[src/rtl/dcb_pkg.sv]
// package: register map, field layout and codes of the dma channel slice
package dcb_pkg;
	// register byte addresses
	localparam logic [3:0] ADDR_CTRL = 4'h0;
	localparam logic [3:0] ADDR_CFG  = 4'h4;

	// control word field positions
	localparam int CNT_LSB = 0;
	localparam int CNT_W   = 12;
	localparam int SBS_LSB = 12;
	localparam int DBS_LSB = 15;
	localparam int SWD_LSB = 18;
	localparam int DWD_LSB = 21;

	// configuration word field positions
	localparam int CFG_START_BIT = 0;
	localparam int CFG_FLOW_LSB  = 11;
	localparam int CFG_ACT_BIT   = 17;
	localparam int CFG_DONE_BIT  = 18;
	localparam int CFG_BUSY_BIT  = 19;

	localparam logic [1:0] RESP_OKAY   = 2'h0;
	localparam logic [1:0] RESP_SLVERR = 2'h2;

	localparam logic [2:0] WID_MAX = 3'h2; // codes above are reserved
	localparam logic [2:0] FLOW_M2M = 3'h0;
	localparam logic [2:0] FLOW_M2P = 3'h1;
	localparam logic [2:0] FLOW_P2M = 3'h2;

	localparam logic [8:0] BEATS_ONE  = 9'h001;
	localparam logic [8:0] BEATS_ZERO = 9'h000;

	// channel control word as stored
	typedef struct packed {
		logic [2:0]  dwidth;
		logic [2:0]  swidth;
		logic [2:0]  dbsize;
		logic [2:0]  sbsize;
		logic [11:0] count;
	} dcb_ctrl_t;

	typedef enum logic [0:0] {
		DCB_IDLE = 1'b0,
		DCB_RUN  = 1'b1
	} dcb_state_t;
endpackage : dcb_pkg

[src/rtl/dcb_channel.sv]
// module: one dma channel with burst sizing, item counter and fifo
//
// Decided for this implementation: the AXI4-Lite register port and the address map.
`timescale 1ns/1ps
module dcb_channel #(
	parameter int FIFO_DEPTH = 8,
	parameter int AW         = 4
) (
	input  wire logic        sys_clk,
	input  wire logic        rst,
	// axi4-lite slave
	input  wire logic [AW-1:0] s_axi_awaddr,
	input  wire logic        s_axi_awvalid,
	output logic             s_axi_awready,
	input  wire logic [31:0] s_axi_wdata,
	input  wire logic [3:0]  s_axi_wstrb,
	input  wire logic        s_axi_wvalid,
	output logic             s_axi_wready,
	output logic [1:0]       s_axi_bresp,
	output logic             s_axi_bvalid,
	input  wire logic        s_axi_bready,
	input  wire logic [AW-1:0] s_axi_araddr,
	input  wire logic        s_axi_arvalid,
	output logic             s_axi_arready,
	output logic [31:0]      s_axi_rdata,
	output logic [1:0]       s_axi_rresp,
	output logic             s_axi_rvalid,
	input  wire logic        s_axi_rready,
	// peripheral request lines and burst-end answers
	input  wire logic        src_preq,
	output logic             src_burst_end,
	input  wire logic        dst_preq,
	output logic             dst_burst_end,
	// item port toward the bus master
	output logic             src_rd,
	output logic [2:0]       src_size,
	input  wire logic        src_rd_ack,
	input  wire logic [31:0] src_rd_data,
	output logic             dst_wr,
	output logic [2:0]       dst_size,
	output logic [31:0]      dst_wr_data,
	input  wire logic        dst_wr_ack
);
	localparam int PW = $clog2(FIFO_DEPTH);
	// beats per burst; shift widened so 111 gives 256
	function automatic logic [8:0] beats(input logic [2:0] code);
		beats = (code == 3'h0) ? dcb_pkg::BEATS_ONE :
			dcb_pkg::BEATS_ONE << ({1'b0, code} + 4'h1);
	endfunction : beats
	dcb_pkg::dcb_ctrl_t  ctrl_reg;
	dcb_pkg::dcb_state_t state_reg;
	logic [2:0]          flow_reg;
	logic                done_reg;
	logic [31:0]         fifo_mem [FIFO_DEPTH];
	logic [PW-1:0]       wr_ptr_reg;
	logic [PW-1:0]       rd_ptr_reg;
	logic [PW:0]         fill_reg;
	logic [8:0]          sb_left_reg;
	logic [8:0]          db_left_reg;
	logic [AW-1:0]       awaddr_reg;
	logic [31:0]         wdata_reg;
	logic src_gated;
	logic dst_gated;
	logic push;
	logic pop;
	logic src_issue;
	logic src_take;
	logic dst_take;
	logic finish;
	logic do_write;
	logic start_req;
	logic fields_ok;

	assign src_gated = (flow_reg == dcb_pkg::FLOW_P2M);
	assign dst_gated = (flow_reg == dcb_pkg::FLOW_M2P);
	assign push      = src_rd & src_rd_ack;
	assign src_issue = (state_reg == dcb_pkg::DCB_RUN) & ~src_rd
		& (ctrl_reg.count != 12'h000)
		& (fill_reg < (PW+1)'(FIFO_DEPTH))
		& (~src_gated | (sb_left_reg != dcb_pkg::BEATS_ZERO));
	assign pop = (state_reg == dcb_pkg::DCB_RUN) & (~dst_wr | dst_wr_ack)
		& (fill_reg != '0)
		& (~dst_gated | (db_left_reg != dcb_pkg::BEATS_ZERO));
	// accept a request only between bursts
	assign src_take = src_gated & (state_reg == dcb_pkg::DCB_RUN)
		& src_preq & ~src_burst_end
		& (sb_left_reg == dcb_pkg::BEATS_ZERO)
		& (ctrl_reg.count != 12'h000);
	assign dst_take = dst_gated & (state_reg == dcb_pkg::DCB_RUN)
		& dst_preq & ~dst_burst_end
		& (db_left_reg == dcb_pkg::BEATS_ZERO);
	// done once count is zero and the fifo is empty
	assign finish = (state_reg == dcb_pkg::DCB_RUN)
		& (ctrl_reg.count == 12'h000) & (fill_reg == '0)
		& ~src_rd & (~dst_wr | dst_wr_ack);

	// write performed once address and data are both held
	assign do_write  = ~s_axi_awready & ~s_axi_wready & ~s_axi_bvalid;
	assign start_req = do_write & (awaddr_reg == dcb_pkg::ADDR_CFG)
		& wdata_reg[dcb_pkg::CFG_START_BIT];
	// reserved widths and flows refuse the start
	assign fields_ok = (ctrl_reg.swidth <= dcb_pkg::WID_MAX)
		& (ctrl_reg.dwidth <= dcb_pkg::WID_MAX)
		& (wdata_reg[dcb_pkg::CFG_FLOW_LSB +: 3] <= dcb_pkg::FLOW_P2M);

	// sizes go out raw, no bus burst encoding is derived
	assign src_size = ctrl_reg.swidth;
	assign dst_size = ctrl_reg.dwidth;

	// write address and data channels, taken in either order
	always_ff @(posedge sys_clk or posedge rst) begin
		if (rst) begin
			s_axi_awready <= 1'b1;
			s_axi_wready  <= 1'b1;
			awaddr_reg  <= '0;
			wdata_reg   <= 32'h0000_0000;
		end else begin
			if (s_axi_awvalid & s_axi_awready) begin
				s_axi_awready <= 1'b0;
				awaddr_reg  <= s_axi_awaddr;
			end else if (do_write) begin
				s_axi_awready <= 1'b1;
			end
			if (s_axi_wvalid & s_axi_wready) begin
				s_axi_wready <= 1'b0;
				wdata_reg  <= s_axi_wdata;
			end else if (do_write) begin
				s_axi_wready <= 1'b1;
			end
		end
	end

	// write response; unmapped addresses answer slverr
	always_ff @(posedge sys_clk or posedge rst) begin
		if (rst) begin
			s_axi_bvalid <= 1'b0;
			s_axi_bresp  <= dcb_pkg::RESP_OKAY;
		end else if (do_write) begin
			s_axi_bvalid <= 1'b1;
			if (awaddr_reg == dcb_pkg::ADDR_CTRL ||
			    awaddr_reg == dcb_pkg::ADDR_CFG) begin
				s_axi_bresp <= dcb_pkg::RESP_OKAY;
			end else begin
				s_axi_bresp <= dcb_pkg::RESP_SLVERR;
			end
		end else if (s_axi_bready) begin
			s_axi_bvalid <= 1'b0;
		end
	end

	// control word; writes ignored while the channel runs
	always_ff @(posedge sys_clk or posedge rst) begin
		if (rst) begin
			ctrl_reg <= '0;
		end else if (do_write && awaddr_reg == dcb_pkg::ADDR_CTRL &&
		             state_reg == dcb_pkg::DCB_IDLE) begin
			ctrl_reg <= dcb_pkg::dcb_ctrl_t'(wdata_reg[23:0]);
		end else if (push) begin
			ctrl_reg.count <= ctrl_reg.count - 12'h001;
		end
	end

	// channel state, flow select and sticky done flag
	always_ff @(posedge sys_clk or posedge rst) begin
		if (rst) begin
			state_reg <= dcb_pkg::DCB_IDLE;
			flow_reg  <= dcb_pkg::FLOW_M2M;
			done_reg  <= 1'b0;
		end else begin
			if (state_reg == dcb_pkg::DCB_IDLE && start_req && fields_ok) begin
				state_reg <= dcb_pkg::DCB_RUN;
				flow_reg  <= wdata_reg[dcb_pkg::CFG_FLOW_LSB +: 3];
			end else if (finish) begin
				state_reg <= dcb_pkg::DCB_IDLE;
			end
			// completion wins over the clear by a new start
			if (finish) begin
				done_reg <= 1'b1;
			end else if (start_req) begin
				done_reg <= 1'b0;
			end
		end
	end

	always_ff @(posedge sys_clk or posedge rst) begin
		if (rst) begin
			sb_left_reg   <= dcb_pkg::BEATS_ZERO;
			db_left_reg   <= dcb_pkg::BEATS_ZERO;
			src_burst_end <= 1'b0;
			dst_burst_end <= 1'b0;
		end else begin
			src_burst_end <= 1'b0;
			dst_burst_end <= 1'b0;
			if (finish) begin
				sb_left_reg <= dcb_pkg::BEATS_ZERO;
			end else if (src_take) begin
				sb_left_reg <= beats(ctrl_reg.sbsize);
			end else if (push && src_gated) begin
				sb_left_reg   <= sb_left_reg - dcb_pkg::BEATS_ONE;
				src_burst_end <= (sb_left_reg == dcb_pkg::BEATS_ONE) |
					(ctrl_reg.count == 12'h001);
			end
			if (finish) begin
				db_left_reg <= dcb_pkg::BEATS_ZERO;
			end else if (dst_take) begin
				db_left_reg <= beats(ctrl_reg.dbsize);
			end else if (pop && dst_gated) begin
				db_left_reg   <= db_left_reg - dcb_pkg::BEATS_ONE;
				dst_burst_end <= (db_left_reg == dcb_pkg::BEATS_ONE);
			end
		end
	end

	// source item request, held until acknowledged
	always_ff @(posedge sys_clk or posedge rst) begin
		if (rst) begin
			src_rd <= 1'b0;
		end else if (src_issue) begin
			src_rd <= 1'b1;
		end else if (src_rd_ack) begin
			src_rd <= 1'b0;
		end
	end

	// destination item write; a pop reloads the data at once
	always_ff @(posedge sys_clk or posedge rst) begin
		if (rst) begin
			dst_wr      <= 1'b0;
			dst_wr_data <= 32'h0000_0000;
		end else if (pop) begin
			dst_wr      <= 1'b1;
			dst_wr_data <= fifo_mem[rd_ptr_reg];
		end else if (dst_wr_ack) begin
			dst_wr <= 1'b0;
		end
	end

	// item fifo; depth bounds one outstanding source read
	always_ff @(posedge sys_clk or posedge rst) begin
		if (rst) begin
			wr_ptr_reg <= '0;
			rd_ptr_reg <= '0;
			fill_reg   <= '0;
		end else begin
			if (push) begin
				wr_ptr_reg <= (wr_ptr_reg == PW'(FIFO_DEPTH-1)) ? '0 :
					wr_ptr_reg + PW'(1);
			end
			if (pop) begin
				rd_ptr_reg <= (rd_ptr_reg == PW'(FIFO_DEPTH-1)) ? '0 :
					rd_ptr_reg + PW'(1);
			end
			if (push && !pop) begin
				fill_reg <= fill_reg + (PW+1)'(1);
			end else if (pop && !push) begin
				fill_reg <= fill_reg - (PW+1)'(1);
			end
		end
	end

	// storage has no reset, it is only read after a push
	always_ff @(posedge sys_clk) begin
		if (push) begin
			fifo_mem[wr_ptr_reg] <= src_rd_data;
		end
	end

	// read channel; one read under way at a time
	always_ff @(posedge sys_clk or posedge rst) begin
		if (rst) begin
			s_axi_rvalid <= 1'b0;
			s_axi_arready <= 1'b1;
			s_axi_rdata  <= 32'h0000_0000;
			s_axi_rresp  <= dcb_pkg::RESP_OKAY;
		end else if (s_axi_arvalid && s_axi_arready) begin
			s_axi_rvalid <= 1'b1;
			s_axi_arready <= 1'b0;
			s_axi_rresp  <= dcb_pkg::RESP_OKAY;
			if (s_axi_araddr == dcb_pkg::ADDR_CTRL) begin
				// remaining items, not the programmed value
				s_axi_rdata <= {8'h00, ctrl_reg};
			end else if (s_axi_araddr == dcb_pkg::ADDR_CFG) begin
				s_axi_rdata <= 32'h0000_0000;
				s_axi_rdata[dcb_pkg::CFG_FLOW_LSB +: 3] <= flow_reg;
				s_axi_rdata[dcb_pkg::CFG_ACT_BIT]  <= (fill_reg != '0);
				s_axi_rdata[dcb_pkg::CFG_DONE_BIT] <= done_reg;
				s_axi_rdata[dcb_pkg::CFG_BUSY_BIT] <= state_reg;
			end else begin
				s_axi_rdata <= 32'h0000_0000;
				s_axi_rresp <= dcb_pkg::RESP_SLVERR;
			end
		end else if (s_axi_rready) begin
			s_axi_rvalid <= 1'b0;
			s_axi_arready <= 1'b1;
		end
	end
endmodule : dcb_channel

[config.mk]
export PLATFORM = sky130hd
export DESIGN_NAME = dcb_channel
export DESIGN_NICKNAME = d
export VERILOG_FILES = /design/src/rtl/dcb_pkg.sv /design/src/rtl/dcb_channel.sv
export SDC_FILE = /design/constraint.sdc
export NUM_CORES = 1
export LEC_CHECK = 0
export BUFFER_PORTS_ARGS = -buffer_cell sky130_fd_sc_hd__buf_2
export CORE_MARGIN = 10
export CORE_UTILIZATION = 60
export CTS_BUF_LIST = sky130_fd_sc_hd__clkbuf_2
export CTS_CLUSTER_SIZE = 24
export DETAILED_ROUTE_END_ITERATION = 8
export PLACE_DENSITY_LB_ADDON = 0.3
export SYNTH_ARGS = -nofsm -noshare
export SYNTH_HDL_FRONTEND = slang
export SYNTH_SLANG_ARGS = --single-unit
[constraint.sdc]
create_clock -name sys_clk -period 6.1 [get_ports sys_clk]
set_input_delay 0.305 -clock sys_clk [delete_from_list [all_inputs] [get_ports sys_clk]]
set_output_delay 0.305 -clock sys_clk [all_outputs]
set_load 0.02 [all_outputs]
== After elaboration in Yosys (flattened, before gate mapping) ==
Memories as Yosys holds them, arrays and structs flattened. A register that Yosys moved wholly into a read port is not among the register bits.
Cells that the tools add are included.

* $add $sub $neg: 9
* Magnitude comparators: 4
* Equality and inequality tests: 9
* Shifts and indexed selects: 2
* Multiplexer cells: 44
* Bitwise logic cells: 43
* Reductions and logical operators: 36

{| class="wikitable"
|+ Operators with widths
! operator !! number
|-
| $mux W9 || 8
|-
| $and A1 B1 Y1 || 29
|-
| $mux W1 || 25
|-
| $mux W12 || 2
|-
| $mux W24 || 1
|-
| $mux W20 || 1
|-
| $reduce_bool A2 Y1 || 10
|-
| $eq A9 B1 Y1 const B || 2
|-
| $logic_not A9 Y1 || 2
|-
| $reduce_bool A9 Y1 || 2
|-
| $shl A1 B4 Y9 const A || 2
|-
| $sub A9 B1 Y9 const B || 2
|-
| $eq A12 B1 Y1 const B || 1
|-
| $logic_not A12 Y1 || 1
|-
| $logic_not A4 Y1 || 3
|-
| $reduce_bool A12 Y1 || 1
|-
| $sub A12 B1 Y12 const B || 1
|-
| $not A1 Y1 || 10
|-
| $le A3 B2 Y1 const B || 3
|-
| $logic_and A1 B1 Y1 || 9
|-
| $add A3 B1 Y4 const B || 2
|-
| $eq A4 B3 Y1 const B || 2
|-
| $mux W4 || 2
|-
| $add A3 B1 Y3 const B || 2
|-
| 14 further kinds || 24
|}

* Bits in registers: 130
* Bits in writable memories: 256
* Output and inout port bits: 83
* Logic and storage cells: 175
* Memories: 1

{| class="wikitable"
|+ Memories
! name !! words !! bits a word !! read ports !! clocked after Yosys merged registers in !! wr ports !! line !! text
|-
| fifo_mem || 8 || 32 || 1 || 1 || 1 || dcb_channel.sv:54 || <nowiki>logic [31:0] fifo_mem [FIFO_DEPTH];</nowiki>
|}

== Longest topological paths before layout ==
Gate-level depths: netlist of run 1.

* Word-level depth: 9
* Depth in mapped cells: 15

== Worst setup path after synthesis of run 1 ==
No wires, ideal clock.

* Path type: reg-to-reg
* Start: register src_rd
* End: memory fifo_mem[1][0] (enable)
* Library setup time: 461 ps
* Data arrival time: 3533 ps
* Data required time: 5639 ps
* Setup slack: 2106 ps
* Cell stages (with the launch flop): 6
* Buffers on the path: 1
* Clock period less this slack: 3994 ps
* Cell sequence: dfrtp_1 -> nand2_1 -> inv_1 -> clkbuf_1 -> nand2_1 -> nor3_1

* Word-level cells in the longest chain between the ends: 3

{| class="wikitable"
|+ RTL lines
! what !! line !! text
|-
| from (decl) || dcb_channel.sv:35 || <nowiki>output logic src_rd,</nowiki>
|-
| from (signal assigned) || dcb_channel.sv:217 || <nowiki>src_rd <= 1'b0;</nowiki>
|-
| from (signal assigned) || dcb_channel.sv:219 || <nowiki>src_rd <= 1'b1;</nowiki>
|-
| from (signal assigned) || dcb_channel.sv:221 || <nowiki>src_rd <= 1'b0;</nowiki>
|-
| $and A1 B1 Y1 || dcb_channel.sv:76 || <nowiki>assign push = src_rd & src_rd_ack;</nowiki>
|-
| net push || dcb_channel.sv:64 || <nowiki>logic push;</nowiki>
|-
| $mux W1 || dcb_channel.sv:263 || <nowiki>if (push) begin</nowiki>
|-
| $mux W1 (not written as such) || dcb_channel.sv:264 || <nowiki>fifo_mem[wr_ptr_reg] <= src_rd_data;</nowiki>
|-
| to (decl) || dcb_channel.sv:54 ||
|}

The timed path passes the listed nets, and every way through them passes these cells.

== Worst setup path in the final report of run 1 ==
* Start: register db_left_reg[0]
* End: register fill_reg[3]

* Word-level cells in the longest chain between the ends: 6

{| class="wikitable"
|+ RTL lines
! what !! line !! text
|-
| from (decl) || dcb_channel.sv:59 || <nowiki>logic [8:0] db_left_reg;</nowiki>
|-
| from (signal assigned) || dcb_channel.sv:188 || <nowiki>db_left_reg <= dcb_pkg::BEATS_ZERO;</nowiki>
|-
| from (signal assigned) || dcb_channel.sv:204 || <nowiki>db_left_reg <= dcb_pkg::BEATS_ZERO;</nowiki>
|-
| from (signal assigned) || dcb_channel.sv:206 || <nowiki>db_left_reg <= beats(ctrl_reg.dbsize);</nowiki>
|-
| $reduce_bool A9 Y1 (*) || dcb_channel.sv:83 || <nowiki>& (~dst_gated | (db_left_reg != dcb_pkg::BEATS_ZERO));</nowiki>
|-
| $or A1 B1 Y1 (*) || dcb_channel.sv:83 ||
|-
| $and A1 B1 Y1 (*) || dcb_channel.sv:83 ||
|-
| $logic_not A1 Y1 || dcb_channel.sv:253 || <nowiki>if (push && !pop) begin</nowiki>
|-
| $logic_and A1 B1 Y1 || dcb_channel.sv:253 ||
|-
| $mux W4 or $reduce_bool A2 Y1 (tied branches) || n/a ||
|-
| to (signal assigned) || dcb_channel.sv:254 || <nowiki>fill_reg <= fill_reg + (PW+1)'(1);</nowiki>
|-
| to (signal assigned) || dcb_channel.sv:256 || <nowiki>fill_reg <= fill_reg - (PW+1)'(1);</nowiki>
|-
| to (decl) || dcb_channel.sv:57 || <nowiki>logic [PW:0] fill_reg;</nowiki>
|}

Every way passes the cells marked *; elsewhere a longest branch is shown, timed or not.
A chain may end at the register's enable or synchronous reset.

==> results of run 1 <==
power by group through the flow:
stage          clock network [mW]  logic, mW  registers [mW]
6_report                     1.80       2.03            3.70
5_1_grt                      2.00       2.21            3.76
4_1_cts                      1.84       2.04            3.70
3_5_place_dp                    0       2.00            3.76
3_3_place_gp                    0       1.95            3.74
2_1_floorplan                   0       1.37            3.78
worst max path at each step:
stage,end,cells after the start
after floorplan,awaddr_reg[0],1
after global placement,fill_reg[3],15
after detailed placement,fill_reg[3],15
after CTS,fill_reg[3],15
after global routing,fill_reg[3],15
final,fill_reg[3],15
per-layer routing:
| metal | track usage, % | share of wire [%] | vias to the layer above |
|---|---|---|---|
| li1 | - | - | 4459 |
| met1 | 27.6 | 40 | 4957 |
| met2 | 36.3 | 51 | 366 |
| met3 | 4.07 | 6.4 | 78 |
| met4 | 7.35 | 2.3 | 0 |
| met5 | 0 | 0 | - |
cell families after synthesis:
group / Yosys count
AO/OA/AOI/OAI: 109
XOR/XNOR: 27
adder cells (fa/ha/maj): 16
buffers and inverters: 82
flip-flops: 408
multiplexers: 150
other: 1
AND/OR/NAND/NOR: 207
timing repair:
| action | 4_1_cts | 5_1_grt |
|---|---|---|
| endpoints found under the hold margin | 412 | 0 |
| hold buffers | 78 | 0 |
| resized for setup | 0 | 0 |
cells in the final DEF (no fill, tap or decap), types with 10 or more instances in the layout:
master,instances
edfxtp_1,256
clkbuf_2,150
buf_2,147
dfrtp_1,146
dlygate4sd3_1,78
mux4_2,64
nor2_1,59
a21oi_1,52
mux2_2,47
nand2_1,45
mux2i_1,39
xnor2_1,23
clkinv_1,22
inv_1,19
a22o_1,18
buf_4,17
nand3_1,15
ha_1,15
o21ai_0,13
nor3_1,11
nand4_1,11
o31ai_1,11
conb_1,10
final cells by class:
cell class              count  area share, %
flip-flops and latches    408           59.5
multi-input cells         519           24.5
repair buffers            242           8.51
clock buffers             150           3.89
well taps                 341           2.21
clock inverters            32          0.939
inverters                  20          0.415
diodes                      3         0.0389
worst max-delay path: stages (launching register included):
cell and delay, ns:
dfrtp_1 0.43, inv_1 0.08, ha_1 0.19, nor2b_1 0.16
and4_1 0.25, a21oi_4 0.16, buf_4 0.58, inv_1 0.30
ha_1 0.30, inv_1 0.12, ha_1 0.24, a21o_1 0.18
a21oi_1 0.16, xnor2_1 0.13, nor2_1 0.06, xor2_1 0.14
synthesized netlist by cell type, types with 7 or more instances:
| library cell | count | area share [%] |
|---|---|---|
| nand3_1 | 15 | 0.45 |
| nor2_1 | 65 | 1.5 |
| a22o_1 | 18 | 0.95 |
| nand4_1 | 11 | 0.42 |
| mux2_2 | 47 | 3.2 |
| dfrtp_1 | 149 | 23 |
| clkbuf_1 | 24 | 0.55 |
| mux4_2 | 64 | 8.7 |
| or3_1 | 7 | 0.27 |
| nand2_1 | 45 | 1.0 |
| edfxtp_1 | 256 | 47 |
| mux2i_1 | 39 | 2.4 |
| a21oi_1 | 53 | 1.6 |
| buf_4 | 16 | 0.73 |
| o31ai_1 | 11 | 0.50 |
| xnor2_1 | 23 | 1.2 |
| nor3_1 | 13 | 0.39 |
| nand2b_1 | 7 | 0.27 |
| ha_1 | 15 | 1.1 |
| inv_1 | 20 | 0.45 |
| buf_2 | 16 | 0.48 |
| o21ai_0 | 13 | 0.39 |
==> results.sh, run 1 <==
export IMPL_finalSetupViolCount=0
export IMPL_die_h_um=186
export IMPL_synth_flop_cell="edfxtp_1"
export IMPL_yosys_area_share_simple_pct=6.83
export IMPL_syn2layout_area_growth_pct=17.0
export IMPL_clk_latency_ns=0.97
export IMPL_finalWorstSetupSlack_ns=2.50
export IMPL_synth_xor_area_share_pct=1.43
export IMPL_switching_share_pct=33.2
export IMPL_maxSlewViolCount=0
export IMPL_ys_seq_area_share_pct=69.6
export IMPL_ant_nets=0
export IMPL_start_kind="flip-flop"
export IMPL_synth_compound_area_share_pct=4.18
export IMPL_track_usage_pct=21.5
export IMPL_period_minus_slack_ns=3.60
export IMPL_dp_final_hpwl_um=20900
export IMPL_hold_path_startpoint="s_axi_wvalid"
export IMPL_synthCells=1000
export IMPL_cts_path_max_buffers=3
export IMPL_grt_pass1_wl_um=57500
export IMPL_peakVddDrop_uv=252
export IMPL_grt_start_max_net_pins=104
export IMPL_drc=0
export IMPL_start_util_pct=61.1
export IMPL_multiInputGateArea_um2=4730
export IMPL_finish_instance_area_um2=19300
export IMPL_final_util_pct=71.5
export IMPL_reg_largest_list="fifo_mem: 256 flops, dst_wr_data: 32 flops"
export IMPL_syn_area_um2=16500
export IMPL_cts_buffers=97
export IMPL_finalNonFillerCells=1715
export IMPL_ff_latch_area_um2=11500
export IMPL_largest_reg_flops=256
export IMPL_postSynth_asyncResetShare_pct=37.3
export IMPL_nFillCells=1763
export IMPL_max_freq_mhz=278
export IMPL_synth_mux_area_fraction_pct=14.3
export IMPL_min_path_cells=3
export IMPL_ys_warn_count=0
export IMPL_cts_tree="yes"
export IMPL_coreArea_um2=27000
export IMPL_arrival_ns=4.42
export IMPL_antenna_found_initial=3
export IMPL_holdWs_ns=0.0975
export IMPL_syn_area_per_cell_um2=16.5
export IMPL_cp_required_ns=6.92
export IMPL_synth_edf_count=256
export IMPL_gr_total_overflow=0
export IMPL_critical_path_class="reg2reg"
export IMPL_reg2reg_depth=15
export IMPL_p_switching_mw=2.50
export IMPL_max_slew_margin_pct=22.0
export IMPL_largest_register="fifo_mem"
export IMPL_seq_power_share_pct=49.2
export IMPL_timing_rr_start="db_left_reg[0]"
export IMPL_drt_iter0_markers=709
export IMPL_synth_top_family_by_area="multiplexers"
export IMPL_intPower_mw=5.03
export IMPL_htreeDepth=3
export IMPL_finalSetupTns_ns=0
export IMPL_cts_root_buf="clkbuf_2"
export IMPL_cts_setup_buffers=0
export IMPL_tightest_slew_ns=1.17
export IMPL_io_pins=170
export IMPL_ff2ff_setup_slack_ns=2.50
export IMPL_power_leakage_nw=7.59
export IMPL_startpoint="db_left_reg[0]"
export IMPL_worstSetupEndpointType="flip-flop"
export IMPL_cellPowerDensity_nw_per_um2=390
export IMPL_synth_seq_cells=408
export IMPL_synthAdderAreaFrac_pct=1.26
export IMPL_whs_endpoint="s_axi_wready"
export IMPL_dpl_worst_slack_ns=2.46
export IMPL_hp_class="in2reg"
export IMPL_vias=9860
export IMPL_grt_pass1_vias=10383
export IMPL_synth_cell_types=60
export IMPL_place_area_um2=17600
export IMPL_drt_wl_total_um=36400
export IMPL_combPwrFrac_pct=26.9
export IMPL_placementRows=60
export IMPL_fin_total_pwr_mw=7.53
export IMPL_pwr_share_clk_pct=23.9
export IMPL_numClockSinks=408
export IMPL_status="finished clean"
export IMPL_timing_final_crit_share_pct=59.0
export IMPL_dp_cells=1452
export IMPL_via_per_inst=5.75
export IMPL_drt_wirelength_per_cell_um=21.2
export IMPL_dieWidth_um=186
export IMPL_grt_setup_unrepaired="no"
export IMPL_hold_viol_final=0
export IMPL_path_max_fanout=67
export IMPL_gp_congestion=0.859
export IMPL_drtPass1Iterations=5
export IMPL_drive_gt1_share_pct=33.8
export IMPL_drv_cap=0
export IMPL_clkTransAtPathRegs_ns=0.11
export IMPL_dieArea_um2=34600
export IMPL_timing_rr_end="fill_reg[3]"
export IMPL_nets=1391
export IMPL_skew_ns=0.114
export IMPL_portBuffers=147
No activity file was read; power rests on OpenSTA's default activity.
==> inputs of run 2 (changes only) <==
- ABC_AREA: unset -> 1
- clock period: 6.1 -> 3.7 ns (I/O delays scaled with it)
==> results.sh, run 2 <==
export IMPL_ff2ff_setup_slack_ns=0.90
export IMPL_dp_cells=2018
export IMPL_grt_pass1_wl_um=69000
export IMPL_clk_latency_ns=0.96
export IMPL_final_cell_mix="edfxtp_1 (256), nand2_1 (239), nor2_1 (229), o21ai_0 (179), clkbuf_2 (153)"
export IMPL_p_switching_mw=5.15
export IMPL_synth_flop_cell="edfxtp_1"
export IMPL_crit_path_end="fill_reg[3]"
export IMPL_via_per_inst=5.55
export IMPL_cpLargestDelayFamily="simple AND/OR/NAND/NOR gates"
export IMPL_numClockSinks=408
export IMPL_synth_seq_cells=408
export IMPL_gr_total_overflow=0
export IMPL_yosysMostFrequentCell="edfxtp_1"
export IMPL_tightest_slew_ns=1.28
export IMPL_gp_congestion=0.888
export IMPL_worstSetupEndpointType="flip-flop"
export IMPL_maxSlewViolCount=0
export IMPL_finish_instance_area_um2=20500
export IMPL_cts_tree="yes"
export IMPL_slowest_delay_ns=0.42
export IMPL_nets=1971
export IMPL_drt_iter0_markers=1214
export IMPL_reg2reg_depth=16
export IMPL_final_util_pct=73.1
export IMPL_grt_pass1_vias=13177
export IMPL_seq_power_share_pct=44.7
export IMPL_switching_share_pct=38.5
export IMPL_drive_gt1_share_pct=20.3
export IMPL_finalSetupTns_ns=0
export IMPL_max_freq_mhz=357
export IMPL_arrival_ns=3.58
export IMPL_cp_num_cells=16
export IMPL_synth_top_area_share_pct=44.7
export IMPL_timing_final_crit_share_pct=75.7
export IMPL_finalNonFillerCells=2332
export IMPL_cp_required_ns=4.48
export IMPL_finalWorstSetupSlack_ns=0.899
export IMPL_syn2layout_area_growth_pct=19.0
export IMPL_power_leakage_nw=8.54
export IMPL_cts_path_max_buffers=3
export IMPL_io_pins=170
export IMPL_drt_wl_total_um=43000
export IMPL_fin_total_pwr_mw=13.4
export IMPL_start_util_pct=61.5
export IMPL_startpoint="db_left_reg[0]"
export IMPL_drv_cap=0
export IMPL_hp_class="in2async"
export IMPL_syn_area_per_cell_um2=11.1
export IMPL_cellPowerDensity_nw_per_um2=653
export IMPL_period_minus_slack_ns=2.80
export IMPL_cts_root_buf="clkbuf_2"
export IMPL_synth_cell_types=44
export IMPL_largest_reg_flops=256
export IMPL_placementRows=61
export IMPL_drc=0
export IMPL_cpMaxStageDelayCell="dfrtp_1"
export IMPL_postSynth_asyncResetShare_pct=37.3
export IMPL_skew_ns=0.126
export IMPL_holdWs_ns=0.0574
export IMPL_synth_edf_count=256
export IMPL_status="finished clean"
export IMPL_synth_area_leaders="edfxtp_1 (45%), dfrtp_1 (22%), nand2_1 (5.2%)"
export IMPL_vias=12953
export IMPL_ys_warn_count=0
export IMPL_timing_rr_end="fill_reg[3]"
export IMPL_track_usage_pct=23.8
export IMPL_cts_buffers=100
export IMPL_clkTransAtPathRegs_ns=0.13
export IMPL_pwr_share_clk_pct=22.5
export IMPL_syn_area_um2=17200
export IMPL_coreArea_um2=28000
export IMPL_die_h_um=189
export IMPL_timing_rr_start="db_left_reg[0]"
export IMPL_path_buf_inv=3
export IMPL_max_slew_margin_pct=14.6
export IMPL_ant_nets=0
export IMPL_start_kind="flip-flop"
export IMPL_drt_wirelength_per_cell_um=18.4
export IMPL_synthCells=1546
export IMPL_finalSetupViolCount=0
export IMPL_path_max_fanout=25
export IMPL_hold_viol_final=0
export IMPL_critical_path_class="reg2reg"
export IMPL_dpl_worst_slack_ns=0.857
export IMPL_antenna_found_initial=3
export IMPL_portBuffers=147
export IMPL_critical_path_cell_chain="inv_1 > ha_1 > inv_1 > nor2_2 > nand2_2 > nor2_8 > nand2_4 > nand2_2 > ha_1 > inv_1 > ha_1 > a21oi_1 > o21ai_0 > xor2_1 > nand2_1 > o21ai_0"
export IMPL_final_common_cell="edfxtp_1"
export IMPL_ctsResizeCount=0
export IMPL_synth_top_area_cell="edfxtp_1"
export IMPL_drtPass1Iterations=5
export IMPL_htreeDepth=3
export IMPL_reg_largest_list="fifo_mem: 256 flops, dst_wr_data: 32 flops"
export IMPL_combPwrFrac_pct=32.7
export IMPL_synth_common_cells="edfxtp_1 (256), nand2_1 (239), nor2_1 (237), o21ai_0 (179), dfrtp_1 (149)"
export IMPL_grt_setup_unrepaired="no"
export IMPL_dieArea_um2=35900
export IMPL_grt_start_max_net_pins=153
export IMPL_peakVddDrop_uv=455
export IMPL_place_area_um2=18300
export IMPL_dieWidth_um=189
export IMPL_largest_register="fifo_mem"
export IMPL_nFillCells=1908
export IMPL_intPower_mw=8.23
export IMPL_ys_seq_area_share_pct=66.8
export IMPL_dp_final_hpwl_um=24400
[run 2: how the worst min path moves through the flow]
stage,depth (start not counted),start,to
2_1_floorplan,1,s_axi_awvalid,s_axi_awready
3_3_place_gp,2,s_axi_awvalid,s_axi_awready
3_5_place_dp,2,s_axi_awvalid,s_axi_awready
4_1_cts,3,s_axi_wdata[18],wdata_reg[18]
5_1_grt,2,src_rd_data[8],fifo_mem[6][8]
6_report,4,rst,dst_wr_data[20]
[run 2: logic make-up (layout without fill, tap and decap cells)]
family / count (synthesis) / count (layout) / share of synthesized area (%)
other: 1 / 13 / 0.0218
xor gates and xnor gates: 21 / 21 / 1.07
and+or+nand+nor: 593 / 593 / 14.6
buffers and inverters: 185 / 581 / 4.76
muxes: 22 / 22 / 1.44
AOI/OAI and AO/OA: 300 / 300 / 10.1
DFF: 408 / 408 / 66.8
adders and majority gates: 16 / 16 / 1.21
[run 2: power by group through the flow]
stage | combinational [mW] | clock (mW) | sequential (mW)
final | 4.38 | 3.02 | 5.99
after CTS | 4.36 | 3.06 | 5.97
after floorplan | 2.70 | 0 | 6.28
after global routing | 4.86 | 3.36 | 6.06
after detailed placement | 4.24 | 0 | 6.05
after global placement | 4.09 | 0 | 6.03
[run 2: timing repair]
item	4_1_cts	5_1_grt
hold endpoints to repair	488	8
setup endpoints to repair	0	0
buffers inserted	0	0
hold buffers	125	1
[run 2: worst min-delay path, delay by kind of cell]
kind                   cells  cell delay, ns
buffers and inverters      4            1.32
[run 2: metal layers]
layer  track usage (%)  wire [µm]  vias to the layer above
met3              4.58       3070                       84
met2              40.1      21300                      572
met4              9.07        932                        0
met1              29.9      17600                     6218
met5                 0          0                        -
li1                  -          -                     6079
[run 2: final cells by class]
class,count,area (µm²),area share [%]
Sequential cell,408,11500,56.1
Multi-Input combinational cell,962,4990,24.4
Timing Repair Buffer,295,2190,10.7
Clock buffer,153,766,3.74
Tap cell,378,473,2.31
Inverter,101,384,1.88
Clock inverter,32,178,0.867
Antenna cell,3,7.51,0.0366
==> inputs of run 3 (changes only) <==
- CORE_UTILIZATION: 60 -> 55
- clock period: 3.7 -> 2.3 ns (I/O delays scaled with it)
==> results.sh, run 3 (synthesized netlist as in run 2, its figures left out) <==
export IMPL_nets=2013
export IMPL_wl_met1_um=17900
export IMPL_status="finished clean"
export IMPL_cts_path_max_buffers=3
export IMPL_drv_cap=0
export IMPL_hold_viol_final=0
export IMPL_grt_start_max_net_pins=131
export IMPL_seq_power_share_pct=44.0
export IMPL_gr_total_overflow=0
export IMPL_clk_latency_ns=1.00
export IMPL_finalWorstSetupSlack_ns=0.139
export IMPL_drc=0
export IMPL_htreeDepth=3
export IMPL_combPwrFrac_pct=33.5
export IMPL_start_kind="flip-flop"
export IMPL_reg_largest_list="fifo_mem: 256 flops, dst_wr_data: 32 flops"
export IMPL_cts_root_buf="clkbuf_2"
export IMPL_antenna_found_initial=4
export IMPL_start_util_pct=56.0
export IMPL_p_switching_mw=8.34
export IMPL_tightest_slew_ns=0.757
export IMPL_cts_tree="yes"
export IMPL_portBuffers=147
export IMPL_maxSlewViolCount=0
export IMPL_hp_class="in2reg"
export IMPL_coreArea_um2=30700
export IMPL_finalSetupViolCount=0
export IMPL_cts_buffers=100
export IMPL_finalSetupTns_ns=0
export IMPL_final_cell_mix="edfxtp_1 (256), nand2_1 (238), nor2_1 (229), o21ai_0 (177), clkbuf_2 (160)"
export IMPL_grt_pass1_wl_um=69800
export IMPL_skew_ns=0.0881
export IMPL_dieArea_um2=38800
export IMPL_drtPass1Iterations=5
export IMPL_grt_pass1_vias=13464
export IMPL_largest_reg_flops=256
export IMPL_vias=13103
export IMPL_syn2layout_area_growth_pct=22.8
export IMPL_dpl_worst_slack_ns=0.00476
export IMPL_finalNonFillerCells=2394
export IMPL_dieWidth_um=197
export IMPL_via_per_inst=5.47
export IMPL_critical_path_class="reg2reg"
export IMPL_placementRows=64
export IMPL_peakVddDrop_uv=830
export IMPL_die_h_um=197
export IMPL_timing_final_crit_share_pct=94.0
export IMPL_route_met2_wl_um=22100
export IMPL_path_max_fanout=3
export IMPL_cp_required_ns=3.18
export IMPL_power_leakage_nw=8.82
export IMPL_worstSetupEndpointType="flip-flop"
export IMPL_max_slew_margin_pct=49.4
export IMPL_dp_final_hpwl_um=24800
export IMPL_intPower_mw=13.7
export IMPL_max_freq_mhz=463
export IMPL_met3_length_um=2940
export IMPL_fin_total_pwr_mw=22.0
export IMPL_arrival_ns=3.04
export IMPL_drt_wl_total_um=43800
export IMPL_gp_congestion=0.853
export IMPL_track_usage_pct=22.4
export IMPL_drt_wirelength_per_cell_um=18.3
export IMPL_largest_register="fifo_mem"
export IMPL_dp_cells=2055
export IMPL_period_minus_slack_ns=2.16
export IMPL_cellPowerDensity_nw_per_um2=1040
export IMPL_clkTransAtPathRegs_ns=0.11
export IMPL_drt_iter0_markers=963
export IMPL_pwr_share_clk_pct=22.5
export IMPL_numClockSinks=408
export IMPL_drive_gt1_share_pct=21.9
export IMPL_final_common_cell="edfxtp_1"
export IMPL_io_pins=170
export IMPL_top_layer_used="met4"
export IMPL_switching_share_pct=37.8
export IMPL_ant_nets=0
## run 3: worst max-delay path, stage by stage (launching register included)
cell     delay, ns
dfrtp_1       0.40
inv_2         0.08
ha_2          0.16
inv_1         0.05
nor2_4        0.13
nand2_4       0.08
nor2_8        0.10
nand2_4       0.06
nand2_4       0.07
ha_4          0.14
inv_4         0.05
ha_4          0.28
nand2_2       0.06
o21ai_2       0.15
xor2_1        0.16
nand2_1       0.07
o21ai_1       0.07
## run 3: power by group through the flow
stage / combinational [mW] / clock, mW / sequential, mW
after CTS: 7.28 / 5.07 / 9.65
after global placement: 6.84 / 0 / 9.76
final: 7.39 / 4.96 / 9.69
after detailed placement: 7.04 / 0 / 9.81
after global routing: 8.19 / 5.42 / 9.80
after floorplan: 4.36 / 0 / 10.1
## run 3: per-layer routing
metal,global-route usage (%),up-vias
met3,4.67,78
li1,-,6170
met2,38.4,481
met4,8.17,0
met1,27.5,6374
met5,0,-
## run 3: repair_timing
item	in CTS	in global routing
hold buffers	146	0
hold endpoints to repair	528	0
buffers inserted	0	3
endpoints found under the setup margin	0	2
gates resized for setup	0	12
## run 3: worst paths after layout
path	start	end	slack, ns	cells past startpoint
worst max-delay path	db_left_reg[0]	fill_reg[3]	0.14	16
worst min-delay path	s_axi_awvalid	awaddr_reg[3]	0.18	4
min in group asynchronous	rst	dst_wr_data[13]	0.38	4
max in group asynchronous	rst	ctrl_reg[1]	1.18	5
worst max register to register	db_left_reg[0]	fill_reg[3]	0.14	16
worst min register to register	dst_wr_data[28]	dst_wr_data[28]	0.48	2
## run 3: area by class of cell
class	instances	area, µm²
Multi-Input combinational cell	962	5060
Clock inverter	26	173
Sequential cell	408	11500
Antenna cell	4	10.0
Timing Repair Buffer	337	2720
Inverter	101	387
Tap cell	396	495
Fill cell	2212	9610
Clock buffer	160	801
## run 3: through the flow
step | instance area (µm²) | hold slack, ns | utilization [%]
detailed placement | 18600 | 0.274 | 60.6
finish | 21100 | 0.180 | 68.7
global placement | 18600 | 0.267 | 60.6
global route | 21100 | 0.166 | 68.7
CTS | 21100 | 0.0791 | 68.5
floorplan | 17300 | 0.178 | -
